**src/rxcc_pkg.sv**
```systemverilog
// Purpose: shared constants and types of the receiver control and configuration block
// Assumes: 8-bit registers on a 32-bit classic wishbone bus, one word per register
// Notes:   register index times four gives the byte address
package rxcc_pkg;
	// register indices and byte addresses
	localparam logic [7:0]  IDX_STATE    = 8'h02;
	localparam logic [7:0]  IDX_CTRL0    = 8'h03;
	localparam logic [7:0]  IDX_CTRL2    = 8'h0c;
	localparam logic [7:0]  IDX_SYNC     = 8'h15;
	localparam logic [7:0]  IDX_GAIN     = 8'h3c;
	localparam logic [9:0]  ADR_STATE    = {IDX_STATE, 2'b00};
	localparam logic [9:0]  ADR_CTRL0    = {IDX_CTRL0, 2'b00};
	localparam logic [9:0]  ADR_CTRL2    = {IDX_CTRL2, 2'b00};
	localparam logic [9:0]  ADR_SYNC     = {IDX_SYNC, 2'b00};
	localparam logic [9:0]  ADR_GAIN     = {IDX_GAIN, 2'b00};
	// field positions
	localparam int          SYNC_DIS_BIT = 7;
	localparam int          CTRL2_SAFE   = 7;
	localparam int          CTRL2_EXT    = 0;
	localparam int          CTRL0_MEAS   = 0;
	localparam int          GAIN_SEL_BIT = 5;
	localparam int          GAIN_RST_BIT = 4;
	localparam int          GAIN_OFF_BIT = 3;
	localparam int          GAIN_HLD_BIT = 2;
	// reset values and masks
	localparam logic [7:0]  SYNC_RESET   = 8'h00;
	localparam logic [7:0]  GAIN_RESET   = 8'h00;
	localparam logic [7:0]  GAIN_MASK    = 8'h3f;
	localparam logic [7:0]  SYNC_MASK    = 8'h8f;
	localparam logic [3:0]  LEVEL_ZERO   = 4'h0;
	localparam logic [1:0]  LEVEL_STEP   = 2'h3;
	// state command codes
	localparam logic [4:0]  CMD_NOP      = 5'h00;
	localparam logic [4:0]  CMD_OFF      = 5'h08;
	localparam logic [4:0]  CMD_PLL      = 5'h09;
	localparam logic [4:0]  CMD_RX       = 5'h06;
	localparam logic [4:0]  CMD_AACK     = 5'h16;
	localparam logic [4:0]  CMD_ARET     = 5'h19;

	// radio states, read back from the state register
	typedef enum logic [4:0] {
		ST_OFF       = 5'h08,
		ST_PLL       = 5'h09,
		ST_RX        = 5'h06,
		ST_BUSY_RX   = 5'h01,
		ST_AACK      = 5'h16,
		ST_BUSY_AACK = 5'h11,
		ST_ARET      = 5'h19
	} rxcc_state_t;

	// effective gain controls handed to the gain loop
	typedef struct packed {
		logic       mode_sel;
		logic       gain_reset;
		logic       auto_off;
		logic       freeze;
		logic [1:0] manual_gain;
	} rxcc_gain_t;
endpackage : rxcc_pkg

```
**src/rxcc_top.sv**
```systemverilog
// Purpose: receiver state control, sync detector gating, buffer protection and gain test bits
// Assumes: demodulator signals share clock_in; chip select arrives from a pin
// Notes:   registers are 8 bits wide in the low byte of each wishbone word
//
// Added by the designer: register access over Wishbone.
`timescale 1ns/100ps

// Operation
// basic mode: receive-on command enters receive only from off or pll-locked
// extended mode: auto-ack receive command accepted from off, pll-locked, auto-retry
// basic mode receives frames with just the receive-on command
// nonzero threshold: weak signals never start demodulation
// safe mode holds receive state until host finishes the frame read
// protection applies only to frames with valid check sequence
// disable bit set: stay in receive, detect no sync header
// disable bit 0 enables, 1 blocks new frames, reset value 0
// setting disable bit never aborts a frame in progress
// disable blocking ignores the threshold field value
// four-bit threshold field desensitizes in 3 dB steps
// nonzero N needs power above base level plus 3 dB times N minus 1
// threshold zero receives every valid frame regardless of strength
// gain bits always readable, act only with measurement unit enabled
// bit 5 selects normal or manual gain, freeze bit governs manual
// writing 1 to gain reset bit resets gain to maximum
// bit 3 switches off automatic gain, manual field then sets gain
// bit 2 freezes gain loop running state
// manual gain field: 0 max, 1 medium, 2 min, 3 reserved
// reserved gain bits 7 and 6 read zero, writes ignored
module rxcc_top
	import rxcc_pkg::*;
(
	input  wire logic        clock_in,
	input  wire logic        reset_n_in,
	input  wire logic        wb_cyc_in,
	input  wire logic        wb_stb_in,
	input  wire logic        wb_we_in,
	input  wire logic [9:0]  wb_adr_in,
	input  wire logic [3:0]  wb_sel_in,
	input  wire logic [31:0] wb_dat_in,
	output logic      [31:0] wb_dat_out,
	output logic             wb_ack_out,
	input  wire logic        shr_detect_in,
	input  wire logic        frame_end_in,
	input  wire logic        fcs_valid_in,
	input  wire logic [7:0]  rssi_in,
	input  wire logic [7:0]  base_signal_level_in,
	input  wire logic        frame_read_mode_in,
	input  wire logic        sel_n_in,
	output logic             demod_start_out,
	output logic             rx_busy_out,
	output logic [4:0]       radio_state_out,
	output logic             buffer_protect_out,
	output rxcc_gain_t       gain_ctrl_out
);

	// register storage
	logic [7:0]  sync_q;
	logic [7:0]  gain_q;
	logic        safe_mode_q;
	logic        ext_mode_q;
	logic        meas_en_q;
	logic        ack_q;
	logic [31:0] rdata_q;
	rxcc_state_t state_q;
	rxcc_state_t state_d;
	logic        protect_q;
	logic        protect_d;
	logic        demod_q;
	logic        sel_meta_q;
	logic        sel_sync_q;
	logic        sel_prev_q;
	logic        busy_q;
	rxcc_gain_t  gain_eff_q;

	// bus decode
	wire         wb_req      = wb_cyc_in & wb_stb_in & ~ack_q;
	wire         wr_lane0    = wb_req & wb_we_in & wb_sel_in[0];
	wire         hit_state   = (wb_adr_in == ADR_STATE);
	wire         hit_ctrl0   = (wb_adr_in == ADR_CTRL0);
	wire         hit_ctrl2   = (wb_adr_in == ADR_CTRL2);
	wire         hit_sync    = (wb_adr_in == ADR_SYNC);
	wire         hit_gain    = (wb_adr_in == ADR_GAIN);
	wire         wr_state    = wr_lane0 & hit_state;
	wire         wr_ctrl0    = wr_lane0 & hit_ctrl0;
	wire         wr_ctrl2    = wr_lane0 & hit_ctrl2;
	wire         wr_sync     = wr_lane0 & hit_sync;
	wire         wr_gain     = wr_lane0 & hit_gain;
	wire  [4:0]  cmd         = wr_state ? wb_dat_in[4:0] : CMD_NOP;
	wire  [7:0]  ctrl0_rd    = {7'h00, meas_en_q};
	wire  [7:0]  ctrl2_rd    = {safe_mode_q, 6'h00, ext_mode_q};

	// read mux, unmapped addresses read zero
	wire  [7:0]  rd_byte     = hit_state ? {3'h0, state_q} :
	                           hit_ctrl0 ? ctrl0_rd :
	                           hit_ctrl2 ? ctrl2_rd :
	                           hit_sync  ? sync_q :
	                           hit_gain  ? gain_q : 8'h00;

	// threshold compare: pass if level zero or rssi above base + 3*(N-1)
	wire  [3:0]  level       = sync_q[3:0];
	wire  [3:0]  level_m1    = level - 4'h1;
	wire  [8:0]  level_db    = 9'({3'h0, level_m1} * {4'h0, LEVEL_STEP});
	wire  [8:0]  thresh_db   = {1'b0, base_signal_level_in} + level_db;
	wire         level_pass  = (level == LEVEL_ZERO) | ({1'b0, rssi_in} > thresh_db);
	wire         path_dis    = sync_q[SYNC_DIS_BIT];
	wire         in_listen   = (state_q == ST_RX) | (state_q == ST_AACK);
	wire         in_busy     = (state_q == ST_BUSY_RX) | (state_q == ST_BUSY_AACK);
	wire         busy_d      = (state_d == ST_BUSY_RX) | (state_d == ST_BUSY_AACK);
	wire         detect_ok   = in_listen & shr_detect_in & ~path_dis & level_pass & ~protect_q;

	// frame read finished: chip select rises during a frame-read transfer
	wire         read_done   = frame_read_mode_in & sel_sync_q & ~sel_prev_q;
	wire         protect_set = in_busy & frame_end_in & safe_mode_q & fcs_valid_in;

	// state transitions
	always_comb begin
		state_d = state_q;
		case (state_q)
			ST_OFF, ST_PLL: begin
				if (cmd == CMD_OFF)
					state_d = ST_OFF;
				else if (cmd == CMD_PLL)
					state_d = ST_PLL;
				else if (cmd == CMD_RX && !ext_mode_q)
					state_d = ST_RX;
				else if (cmd == CMD_AACK && ext_mode_q)
					state_d = ST_AACK;
				else if (cmd == CMD_ARET && ext_mode_q)
					state_d = ST_ARET;
			end
			ST_ARET: begin
				if (cmd == CMD_OFF)
					state_d = ST_OFF;
				else if (cmd == CMD_PLL)
					state_d = ST_PLL;
				else if (cmd == CMD_AACK && ext_mode_q)
					state_d = ST_AACK;
			end
			ST_RX, ST_AACK: begin
				if (detect_ok)
					state_d = (state_q == ST_RX) ? ST_BUSY_RX : ST_BUSY_AACK;
				else if (protect_q)
					state_d = state_q;
				else if (cmd == CMD_OFF)
					state_d = ST_OFF;
				else if (cmd == CMD_PLL)
					state_d = ST_PLL;
			end
			ST_BUSY_RX: begin
				if (frame_end_in)
					state_d = ST_RX;
			end
			ST_BUSY_AACK: begin
				if (frame_end_in)
					state_d = ST_AACK;
			end
			default: state_d = ST_OFF;
		endcase
	end

	// protection flag, a new set wins over a clear in the same cycle
	assign protect_d = protect_set | (protect_q & ~read_done);

	// bus slave: one-cycle ack, registered read data
	always_ff @(posedge clock_in or negedge reset_n_in) begin
		if (!reset_n_in) begin
			ack_q   <= 1'b0;
			rdata_q <= 32'h0000_0000;
		end else begin
			ack_q   <= wb_req;
			rdata_q <= wb_req ? {24'h00_0000, rd_byte} : 32'h0000_0000;
		end
	end

	// software registers
	always_ff @(posedge clock_in or negedge reset_n_in) begin
		if (!reset_n_in) begin
			sync_q      <= SYNC_RESET;
			gain_q      <= GAIN_RESET;
			safe_mode_q <= 1'b0;
			ext_mode_q  <= 1'b0;
			meas_en_q   <= 1'b0;
		end else begin
			if (wr_sync)
				sync_q <= wb_dat_in[7:0] & SYNC_MASK;
			if (wr_gain)
				gain_q <= wb_dat_in[7:0] & GAIN_MASK;
			if (wr_ctrl2) begin
				safe_mode_q <= wb_dat_in[CTRL2_SAFE];
				ext_mode_q  <= wb_dat_in[CTRL2_EXT];
			end
			if (wr_ctrl0)
				meas_en_q <= wb_dat_in[CTRL0_MEAS];
		end
	end

	// chip select pin synchroniser and edge history
	always_ff @(posedge clock_in or negedge reset_n_in) begin
		if (!reset_n_in) begin
			sel_meta_q <= 1'b1;
			sel_sync_q <= 1'b1;
			sel_prev_q <= 1'b1;
		end else begin
			sel_meta_q <= sel_n_in;
			sel_sync_q <= sel_meta_q;
			sel_prev_q <= sel_sync_q;
		end
	end

	// radio state, protection and demodulator start
	always_ff @(posedge clock_in or negedge reset_n_in) begin
		if (!reset_n_in) begin
			state_q   <= ST_OFF;
			protect_q <= 1'b0;
			demod_q   <= 1'b0;
			busy_q    <= 1'b0;
		end else begin
			state_q   <= state_d;
			protect_q <= protect_d;
			demod_q   <= detect_ok;
			busy_q    <= busy_d;
		end
	end

	// effective gain controls: stored bits only with measurement unit on
	always_ff @(posedge clock_in or negedge reset_n_in) begin
		if (!reset_n_in) begin
			gain_eff_q <= '0;
		end else begin
			if (meas_en_q) begin
				gain_eff_q.mode_sel    <= gain_q[GAIN_SEL_BIT];
				gain_eff_q.auto_off    <= gain_q[GAIN_OFF_BIT];
				gain_eff_q.freeze      <= gain_q[GAIN_SEL_BIT] & gain_q[GAIN_HLD_BIT];
				gain_eff_q.manual_gain <= gain_q[GAIN_OFF_BIT] ? gain_q[1:0] : 2'h0;
			end else begin
				gain_eff_q.mode_sel    <= GAIN_RESET[GAIN_SEL_BIT];
				gain_eff_q.auto_off    <= GAIN_RESET[GAIN_OFF_BIT];
				gain_eff_q.freeze      <= GAIN_RESET[GAIN_HLD_BIT];
				gain_eff_q.manual_gain <= GAIN_RESET[1:0];
			end
			gain_eff_q.gain_reset <= wr_gain & wb_dat_in[GAIN_RST_BIT] & meas_en_q;
		end
	end

	// outputs straight from flops
	assign wb_ack_out         = ack_q;
	assign wb_dat_out         = rdata_q;
	assign demod_start_out    = demod_q;
	assign rx_busy_out        = busy_q;
	assign radio_state_out    = state_q;
	assign buffer_protect_out = protect_q;
	assign gain_ctrl_out      = gain_eff_q;

	// helper history for assertions
	logic [7:0]  rssi_prev_q;
	logic [8:0]  thresh_prev_q;
	logic [3:0]  level_prev_q;
	always_ff @(posedge clock_in or negedge reset_n_in) begin
		if (!reset_n_in) begin
			rssi_prev_q   <= 8'h00;
			thresh_prev_q <= 9'h000;
			level_prev_q  <= 4'h0;
		end else begin
			rssi_prev_q   <= rssi_in;
			thresh_prev_q <= thresh_db;
			level_prev_q  <= level;
		end
	end
endmodule : rxcc_top

```
**config.mk**
```make
export PLATFORM = sky130hd
export DESIGN_NAME = rxcc_top
export DESIGN_NICKNAME = d
export VERILOG_FILES = /design/src/rxcc_pkg.sv /design/src/rxcc_top.sv
export SDC_FILE = /design/constraint.sdc
export NUM_CORES = 1
export LEC_CHECK = 0
export ABC_AREA = 0
export ABC_CLOCK_PERIOD_IN_PS = 3800
export BUFFER_PORTS_ARGS = -buffer_cell sky130_fd_sc_hd__clkbuf_2
export CAP_MARGIN = 5
export CORE_ASPECT_RATIO = 0.8
export CORE_MARGIN = 2
export CORE_UTILIZATION = 35
export DETAILED_ROUTE_END_ITERATION = 16
export GPL_ROUTABILITY_DRIVEN = 0
export SYNTH_ARGS = -nofsm -noshare
export SYNTH_HDL_FRONTEND = slang
export SYNTH_SLANG_ARGS = --single-unit
export TNS_END_PERCENT = 5
```
**constraint.sdc**
```tcl
create_clock -name clock_in -period 3.8 [get_ports clock_in]
set_input_delay 0.76 -clock clock_in [delete_from_list [all_inputs] [get_ports clock_in]]
set_output_delay 0.76 -clock clock_in [all_outputs]
set_load 0.01 [all_outputs]
```
* Yosys cells after proc, flatten, opt, wreduce, memory -nomap -nowiden *
Index checks and enable logic that the tools add are counted.

operators by class
  muxes and demuxes = 26
  bitwise operators = 32
  $mul = 1
  equal/unequal tests = 19
  reductions and logical operators = 7
  order comparisons = 1
  $add $sub $neg = 2

operators with widths
  operator                                                             count
  5-bit 2-to-1 mux                                                     16
  8-bit 2-to-1 mux                                                     5
  5-bit == test (second input constant)                                6
  5-bit one-hot mux with 5 select lines                                1
  1-bit AND                                                            22
  10-bit by 4-bit == test with 1-bit output (second input constant)    2
  5-bit by 4-bit == test with 1-bit output (second input constant)     4
  10-bit by 6-bit == test with 1-bit output (second input constant)    1
  10-bit by 7-bit == test with 1-bit output (second input constant)    1
  10-bit by 8-bit == test with 1-bit output (second input constant)    1
  5-bit by 1-bit == test with 1-bit output (second input constant)     2
  5-bit by 3-bit == test with 1-bit output (second input constant)     2
  8-bit by 6-bit adder with 9-bit output                               1
  8-bit by 9-bit > comparator with 1-bit output                        1
  4-bit by 2-bit multiplier with 6-bit output (second input constant)  1
  6-bit 2-to-1 mux                                                     1
  1-bit inverter                                                       5
  1-bit bitwise OR                                                     5
  4-bit logical NOT                                                    1
  4-bit 2-to-1 mux                                                     1
  2-bit OR reduction                                                   2
  4-bit by 1-bit subtractor with 4-bit output (second input constant)  1
  1-bit logical AND                                                    3
  2-bit 2-to-1 mux                                                     1
  other kinds (2)                                                      2

word-level totals
  bits of input ports = 72
  output and inout port bits = 47
  word-level logic and storage cells = 107
  flip-flop bits (word level) = 40

* Longest topological paths before layout *
Gate-level depths: netlist (run 1).

  depth in word-level cells = 16
  depth in mapped cells = 16
  gate-level depth less buffers = 16

* Worst setup path before layout (run 1) *
No wires, ideal clock.

  kind = register to register
  from = register sync_q[1]
  to = register state_q[1], in the netlist radio_state_out[1]
  period minus slack after synthesis = 3.923 ns
  path slack = -0.123 ns
  stages on the path, launching flop included = 17
  data required time = 3.674 ns
  library setup time = 0.126 ns
  data arrival time = 3.797 ns
  path buffers = 0
  path through = dfrtp_1 > inv_1 > ha_1 > xor2_1 > fa_1 > fa_1 > a21o_1 > a21oi_1 > nor2b_1 > o21ai_0 > xor2_1 > ha_1 > nand4_1 > o211a_1 > o221ai_1 > or2_2 > a221o_1

on the way
  word-level cells in the longest chain between the ends = 9
  elaborated cells on any way between the ends = 10
  classes of those cells = add/sub (2); mul (1); order compare (1); mux (2); bitwise (3); reduce/logical (1)

ends and longest elaborated chain
  element                                        line             text
  start: declaration                             rxcc_top.sv:57   logic [7:0] sync_q;
  start signal: assignment                       rxcc_top.sv:185  sync_q <= wb_dat_in[7:0] & SYNC_MASK;
  4-bit by 1-bit subtractor with 4-bit output    rxcc_top.sv:101  wire [3:0] level_m1 = level - 4'h1;
  4-bit by 2-bit multiplier with 6-bit output    rxcc_top.sv:102  wire [8:0] level_db = 9'({3'h0, level_m1} * {4'h0, LEVEL_STEP});
  8-bit by 6-bit adder with 9-bit output         rxcc_top.sv:103  wire [8:0] thresh_db = {1'b0, base_signal_level_in} + level_db;
  8-bit by 9-bit > comparator with 1-bit output  rxcc_top.sv:104  wire level_pass = (level == LEVEL_ZERO) | ({1'b0, rssi_in} > thresh_db);
  1-bit bitwise OR (*)                           rxcc_top.sv:104
  1-bit AND (*) (2 in a row)                     rxcc_top.sv:109  wire detect_ok = in_listen & shr_detect_in & ~path_dis & level_pass & ~protect_q;
  5-bit 2-to-1 mux (*)                           rxcc_top.sv:140  if (detect_ok)
  5-bit one-hot mux with 5 select lines (*)      rxcc_top.sv:118  case (state_q)
  net state_d[1]                                 rxcc_top.sv:65   rxcc_state_t state_d;
  end signal: assignment                         rxcc_top.sv:218  state_q <= state_d;
  end: declaration                               rxcc_top.sv:64   rxcc_state_t state_q;

The timed path passes the listed nets; every way through them passes the cells marked *.
A chain may end at the register's enable or synchronous reset.

* Final worst setup path (run 1) *
  from = register sync_q[1]
  to = register state_q[4], in the netlist radio_state_out[4]

The elaborated chain is that of the path after synthesis.

==> results of run 1 <==
[layout make-up]
class | instances | area, µm² | share of cell area
clock inverters | 1 | 5.00 | 0.00155
clock buffers | 7 | 76.3 | 0.0236
well taps | 90 | 113 | 0.0348
inverters | 11 | 41.3 | 0.0128
flip-flops and latches | 39 | 981 | 0.303
multi-input cells | 210 | 1550 | 0.480
repair buffers | 84 | 468 | 0.145
[worst max path at each step]
| stage | slack, ps | endpoint | start | cells after the start |
|---|---|---|---|---|
| after global placement | -180 | radio_state_out[4] | sync_q[1] | 16 |
| after floorplan | 30 | radio_state_out[1] | sync_q[1] | 16 |
| final | -20 | radio_state_out[4] | sync_q[1] | 16 |
| after global routing | -220 | radio_state_out[4] | sync_q[0] | 16 |
| after CTS | 4 | radio_state_out[4] | sync_q[1] | 16 |
| after detailed placement | -230 | rx_busy_out | sync_q[1] | 16 |
[flip-flops by register name, indices dropped and copies added (netlist names), 5 cells and up]
signal / count
wb_dat_out: 7
sync_q: 5
gain_q: 6
gain_ctrl_out: 6
radio_state_out: 5
[routing by layer]
layer / wire length [µm] / vias up / track usage / share of wire
met4: 42 / 0 / 0.0257 / 0.0066
li1: - / 1093 / - / -
met5: 0 / - / 0 / 0
met3: 339 / 6 / 0.0400 / 0.053
met2: 2860 / 72 / 0.245 / 0.45
met1: 3110 / 1071 / 0.225 / 0.49
[report_power, final]
group          total, W  leakage [nW]  internal [W]  switching (W)
combinational  0.000178          1.08     0.0000770       0.000101
sequential     0.000449         0.520      0.000429      0.0000193
clock          0.000267        0.0422      0.000129       0.000138
total          0.000893          1.64      0.000635       0.000258
[stage by stage]
step                      utilization  power [W]  setup TNS, ps
after global routing            0.440   0.000946          -1280
after global placement          0.422   0.000629           -727
after detailed placement        0.422   0.000631          -1090
after CTS                       0.439   0.000903              0
final                           0.440   0.000893          -24.5
after floorplan                     -   0.000572              0
[synth_stat cells, types with 5 or more instances]
| master | instances |
|---|---|
| a21oi_1 | 8 |
| a22oi_1 | 5 |
| and2_1 | 5 |
| buf_4 | 25 |
| dfrtp_1 | 35 |
| ha_1 | 17 |
| inv_1 | 11 |
| mux2_2 | 12 |
| nand2_1 | 20 |
| nand3_1 | 11 |
| nand4_1 | 5 |
| nor2_1 | 13 |
| nor3_1 | 9 |
| o21ai_0 | 8 |
| xor2_1 | 6 |
[placed cells by master, fill, tap and decap left out, types with 2 or more instances in the layout]
master    synthesis  routed
clkbuf_2          0      65
dfrtp_1          35      35
conb_1            1      25
nand2_1          20      20
buf_4            25      19
ha_1             17      16
nor2_1           13      13
mux2_2           12      12
nand3_1          11      11
inv_1            11       9
nor3_1            9       8
o21ai_0           8       7
a21oi_1           8       7
nand4_1           5       5
a22oi_1           5       5
and2_1            5       5
clkbuf_8          0       5
nor2b_1           4       4
xor2_1            6       4
a221o_1           4       4
and3_1            4       4
a31oi_1           4       4
dfstp_2           4       4
xnor2_1           3       3
nor4bb_1          3       3
o211ai_1          3       3
nor4_4            3       3
and4_1            3       3
nand3b_1          2       2
xor2_2            0       2
a21o_1            2       2
a211oi_2          0       2
inv_2             0       2
o211a_1           2       2
nor4b_1           2       2
a32o_1            2       2
a31o_2            2       2
fa_1              3       2
clkbuf_1          2       2
[cells by family after synthesis]
family / count (synthesis) / synth area share
AND/OR/NAND/NOR: 93 / 0.209
other: 1 / 0.00142
adder cells (fa/ha/maj): 20 / 0.103
flip-flops: 39 / 0.370
AO/OA/AOI/OAI: 51 / 0.140
XOR/XNOR: 9 / 0.0298
multiplexers: 12 / 0.0510
buffers and inverters: 40 / 0.0954
[timing repair]
item                       CTS  global route
hold buffers                 0             0
buffers inserted             2             0
pin swaps                    8             1
gates resized for setup      8             1
setup endpoints to repair    7             7
[critical path, cell delays in order, from the launching register on]
cell	delay, ps
dfrtp_1	440
inv_2	90
ha_2	190
xor2_2	180
fa_1	480
ha_1	330
a211oi_2	200
nor2_1	100
o22a_1	220
xnor2_1	140
ha_1	300
a22oi_1	180
o211ai_1	130
o221ai_2	230
buf_4	160
o211ai_1	90
a32o_1	280
==> impl_metrics.json, run 1 <==
{
  "r2r_slack_ps": -20,
  "ys_types": 53,
  "coreArea_um2": 7360,
  "cts_root_buf": "clkbuf_8",
  "avgRoutedWirePerCell_um": 14.4,
  "synth_edf_count": 0,
  "antenna_found_initial": 0,
  "pre_cts_slack_ps": -228,
  "ys_warn_count": 0,
  "clkLatencyLatePin_ps": 280,
  "cp-start-kind": "flop",
  "overflow": 0,
  "yosys.area.top_type": "dfrtp_1",
  "setup_viol": 1,
  "grt_pass1_wl_um": 10200,
  "post-route-period-util": 1.01,
  "min_path_cells": 0,
  "skew_ps": 3.12,
  "worstHoldPathType": "flop to flop",
  "cts_tree": "built",
  "rsz0062_at_grt": "true",
  "cts.clk_slew.worst_paths_ps": 70,
  "fmax_ghz": 0.261,
  "fp-row-count": 28,
  "violations": "setup timing",
  "die_h_um": 81.8,
  "numCtsBuffers": 5,
  "synth_top_area_frac": 0.331,
  "cap_violations": 0,
  "io_buffers": 65,
  "drt_wl_total_um": 6350,
  "grt_usage": 0.157,
  "crit_path_end_kind": "flop",
  "timing.rr.start": "sync_q[1]",
  "required_ps": 3980,
  "ios": 119,
  "avgSynthCellArea_um2": 10.0,
  "r2r_cells": 16,
  "netlist_instances": 265,
  "ys_seq_elements": 39,
  "synth_seq_area_share": 0.370,
  "setup_ws_ps": -24.5,
  "die-area_um2": 8280,
  "fin_cells": 442,
  "final_nets": 443,
  "viasPerCell": 5.07,
  "period_needed_ps": 3820,
  "nFillCells": 730,
  "ant_nets": 0,
  "grt_pass1_vias": 2130,
  "cp_max_fo": 4,
  "reg2reg_to": "radio_state_out[4]",
  "hpwl_um": 5110,
  "critical_path_arrival_ps": 4000,
  "drive_above_1_share": 0.361,
  "n_antenna_cell": 0,
  "vdd_drop_max_uv": 164,
  "whs_ps": 360,
  "tightestPinTransition_ps": 998,
  "async_reset_ff_frac": 1.00,
  "drc": 0,
  "drt_iter0_drc": 122,
  "via_count": 2242,
  "synth_flop_cell": "dfrtp_1",
  "cts_max_level": 2,
  "dp_cells": 432,
  "hold_end": "sel_sync_q",
  "drv_slew": 0,
  "outcome": "finished, violations left",
  "grt_max_degree": 40,
  "worstHoldStart": "sel_meta_q",
  "place_area_um2": 3110,
  "final_cell_area_um2": 3240,
  "syn_to_final_growth_pct": 22.2,
  "initial_core_util": 0.360,
  "clockBufferDepth": 2,
  "path_class": "flop to flop",
  "drt_first_pass_iters": 4,
  "leakage_nw": 1.64,
  "clock_sinks": 39,
  "syn-cell-area_um2": 2650,
  "power.density_nw_per_um2": 276,
  "netlist_top_cells_area": "dfrtp_1 (33%), ha_1 (8.0%), buf_4 (7.1%)",
  "dieWidth_um": 101,
  "slew_headroom": 0.334,
  "hold_viol": 0
}
(Power assumes the default switching activity.)
==> inputs of run 2 (changes only) <==
--- a/config.mk
+++ b/config.mk
@@ -14,6 +14,7 @@
 export CORE_UTILIZATION = 35
 export DETAILED_ROUTE_END_ITERATION = 16
 export GPL_ROUTABILITY_DRIVEN = 0
+export MAX_ROUTING_LAYER = met4
 export SYNTH_ARGS = -nofsm -noshare
 export SYNTH_HDL_FRONTEND = slang
 export SYNTH_SLANG_ARGS = --single-unit
==> impl_metrics.json, run 2 (synthesized netlist as in run 1, its figures left out) <==
{
  "clock_power_share": 0.300,
  "cts_root_buf": "clkbuf_8",
  "critical_path_arrival_ps": 4000,
  "cts_tree": "built",
  "fmax_ghz": 0.262,
  "via_count": 2242,
  "period_needed_ps": 3820,
  "drc": 0,
  "cts.clk_slew.worst_paths_ps": 70,
  "crit_path_end_kind": "flop",
  "leakage_nw": 1.64,
  "cts_max_level": 2,
  "timing.rr.start": "sync_q[1]",
  "coreArea_um2": 7360,
  "drt_first_pass_iters": 4,
  "drive_above_1_share": 0.361,
  "drv_slew": 0,
  "initial_core_util": 0.360,
  "violations": "setup timing",
  "clockBufferDepth": 2,
  "power.total_w": 0.000895,
  "power.density_nw_per_um2": 277,
  "final_cell_mix": "clkbuf_2 (65), dfrtp_1 (35), conb_1 (25), nand2_1 (20), buf_4 (19)",
  "die-area_um2": 8280,
  "final_nets": 443,
  "slew_headroom": 0.335,
  "syn_to_final_growth_pct": 22.2,
  "grt_pass1_vias": 2128,
  "utilization": 0.440,
  "cap_violations": 0,
  "p_int_w": 0.000635,
  "drt_wl_total_um": 6360,
  "r2r_cells": 16,
  "numCtsBuffers": 5,
  "grt_max_degree": 40,
  "worstHoldStart": "sel_meta_q",
  "comb_power_share": 0.199,
  "outcome": "finished, violations left",
  "skew_ps": 3.23,
  "postCtsHoldBufs": 0,
  "io_buffers": 65,
  "grt_pass1_wl_um": 10200,
  "r2r_slack_ps": -20,
  "switching_power_w": 0.000260,
  "cp_max_fo": 4,
  "avgRoutedWirePerCell_um": 14.4,
  "cp-start-kind": "flop",
  "viasPerCell": 5.07,
  "final_common_cell": "clkbuf_2",
  "hpwl_um": 5110,
  "die_h_um": 81.8,
  "antenna_found_initial": 0,
  "grt_usage": 0.161,
  "vdd_drop_max_uv": 165,
  "drt_iter0_drc": 103,
  "reg2reg_to": "radio_state_out[4]",
  "post-route-period-util": 1.01,
  "largest_reg_flops": 7,
  "netSwitchingFraction": 0.291,
  "power_frac_seq": 0.502,
  "setup_viol": 1,
  "required_ps": 3980,
  "hold_viol": 0,
  "clkLatencyLatePin_ps": 290,
  "path_class": "flop to flop",
  "hold_end": "sel_sync_q",
  "n_antenna_cell": 0,
  "rsz0062_at_grt": "true",
  "worstHoldPathType": "flop to flop",
  "min_path_cells": 0,
  "dieWidth_um": 101,
  "ant_nets": 0,
  "fp-row-count": 28,
  "ios": 119,
  "nFillCells": 730,
  "overflow": 0,
  "tightestPinTransition_ps": 998,
  "setup_ws_ps": -22.3,
  "clock_sinks": 39
}
-- run 2: through the flow --
step	setup TNS, ps	cells	cell area (µm²)	hold slack, ps	worst slack, ps
3_5_place_dp	-1090	432	3110	352	-228
6_report	-22.3	442	3240	360	-22.3
3_3_place_gp	-727	432	3110	347	-182
2_1_floorplan	0	289	2750	345	28.7
5_1_grt	-1280	442	3240	367	-221
4_1_cts	0	442	3230	362	4.21
-- run 2: final cells by class --
class,instances,area (µm²),share of cell area
clock buffer,7,76.3,0.0236
clock inverter,1,5.00,0.00155
multi-input combinational,210,1550,0.480
inverter,11,41.3,0.0128
timing repair buffer,84,468,0.145
sequential,39,981,0.303
tap,90,113,0.0348
-- run 2: worst max path at each step --
stage                    endpoint      start
6_report       radio_state_out[4]  sync_q[1]
5_1_grt        radio_state_out[4]  sync_q[0]
4_1_cts        radio_state_out[4]  sync_q[1]
3_5_place_dp          rx_busy_out  sync_q[1]
3_3_place_gp   radio_state_out[4]  sync_q[1]
2_1_floorplan  radio_state_out[1]  sync_q[1]
-- run 2: what timing repair did --
action | in CTS | in global routing
setup endpoints to repair | 7 | 7
pin swaps | 8 | 1
buffers inserted | 2 | 0
gates resized for setup | 8 | 1
-- run 2: per-layer routing --
layer / vias up / wire (µm) / GRT usage
li1: 1094 / - / -
met4: 0 / 58 / 0.0297
met2: 61 / 2830 / 0.245
met5: - / 0 / -
met3: 9 / 281 / 0.0323
met1: 1078 / 3190 / 0.226
-- run 2: critical path, stage by stage (launching register included) --
cell	delay, ps
dfrtp_1	430
inv_2	90
ha_2	190
xor2_2	180
fa_1	480
ha_1	330
a211oi_2	200
nor2_1	100
o22a_1	220
xnor2_1	140
ha_1	300
a22oi_1	180
o211ai_1	130
o221ai_2	230
buf_4	160
o211ai_1	90
a32o_1	280
-- run 2: power by group through the flow --
stage | combinational [W] | clock (W) | sequential (W)
2_1_floorplan | 0.000123 | 0 | 0.000449
5_1_grt | 0.000203 | 0.000290 | 0.000452
3_3_place_gp | 0.000173 | 0 | 0.000456
3_5_place_dp | 0.000175 | 0 | 0.000456
4_1_cts | 0.000179 | 0.000276 | 0.000448
6_report | 0.000178 | 0.000268 | 0.000449
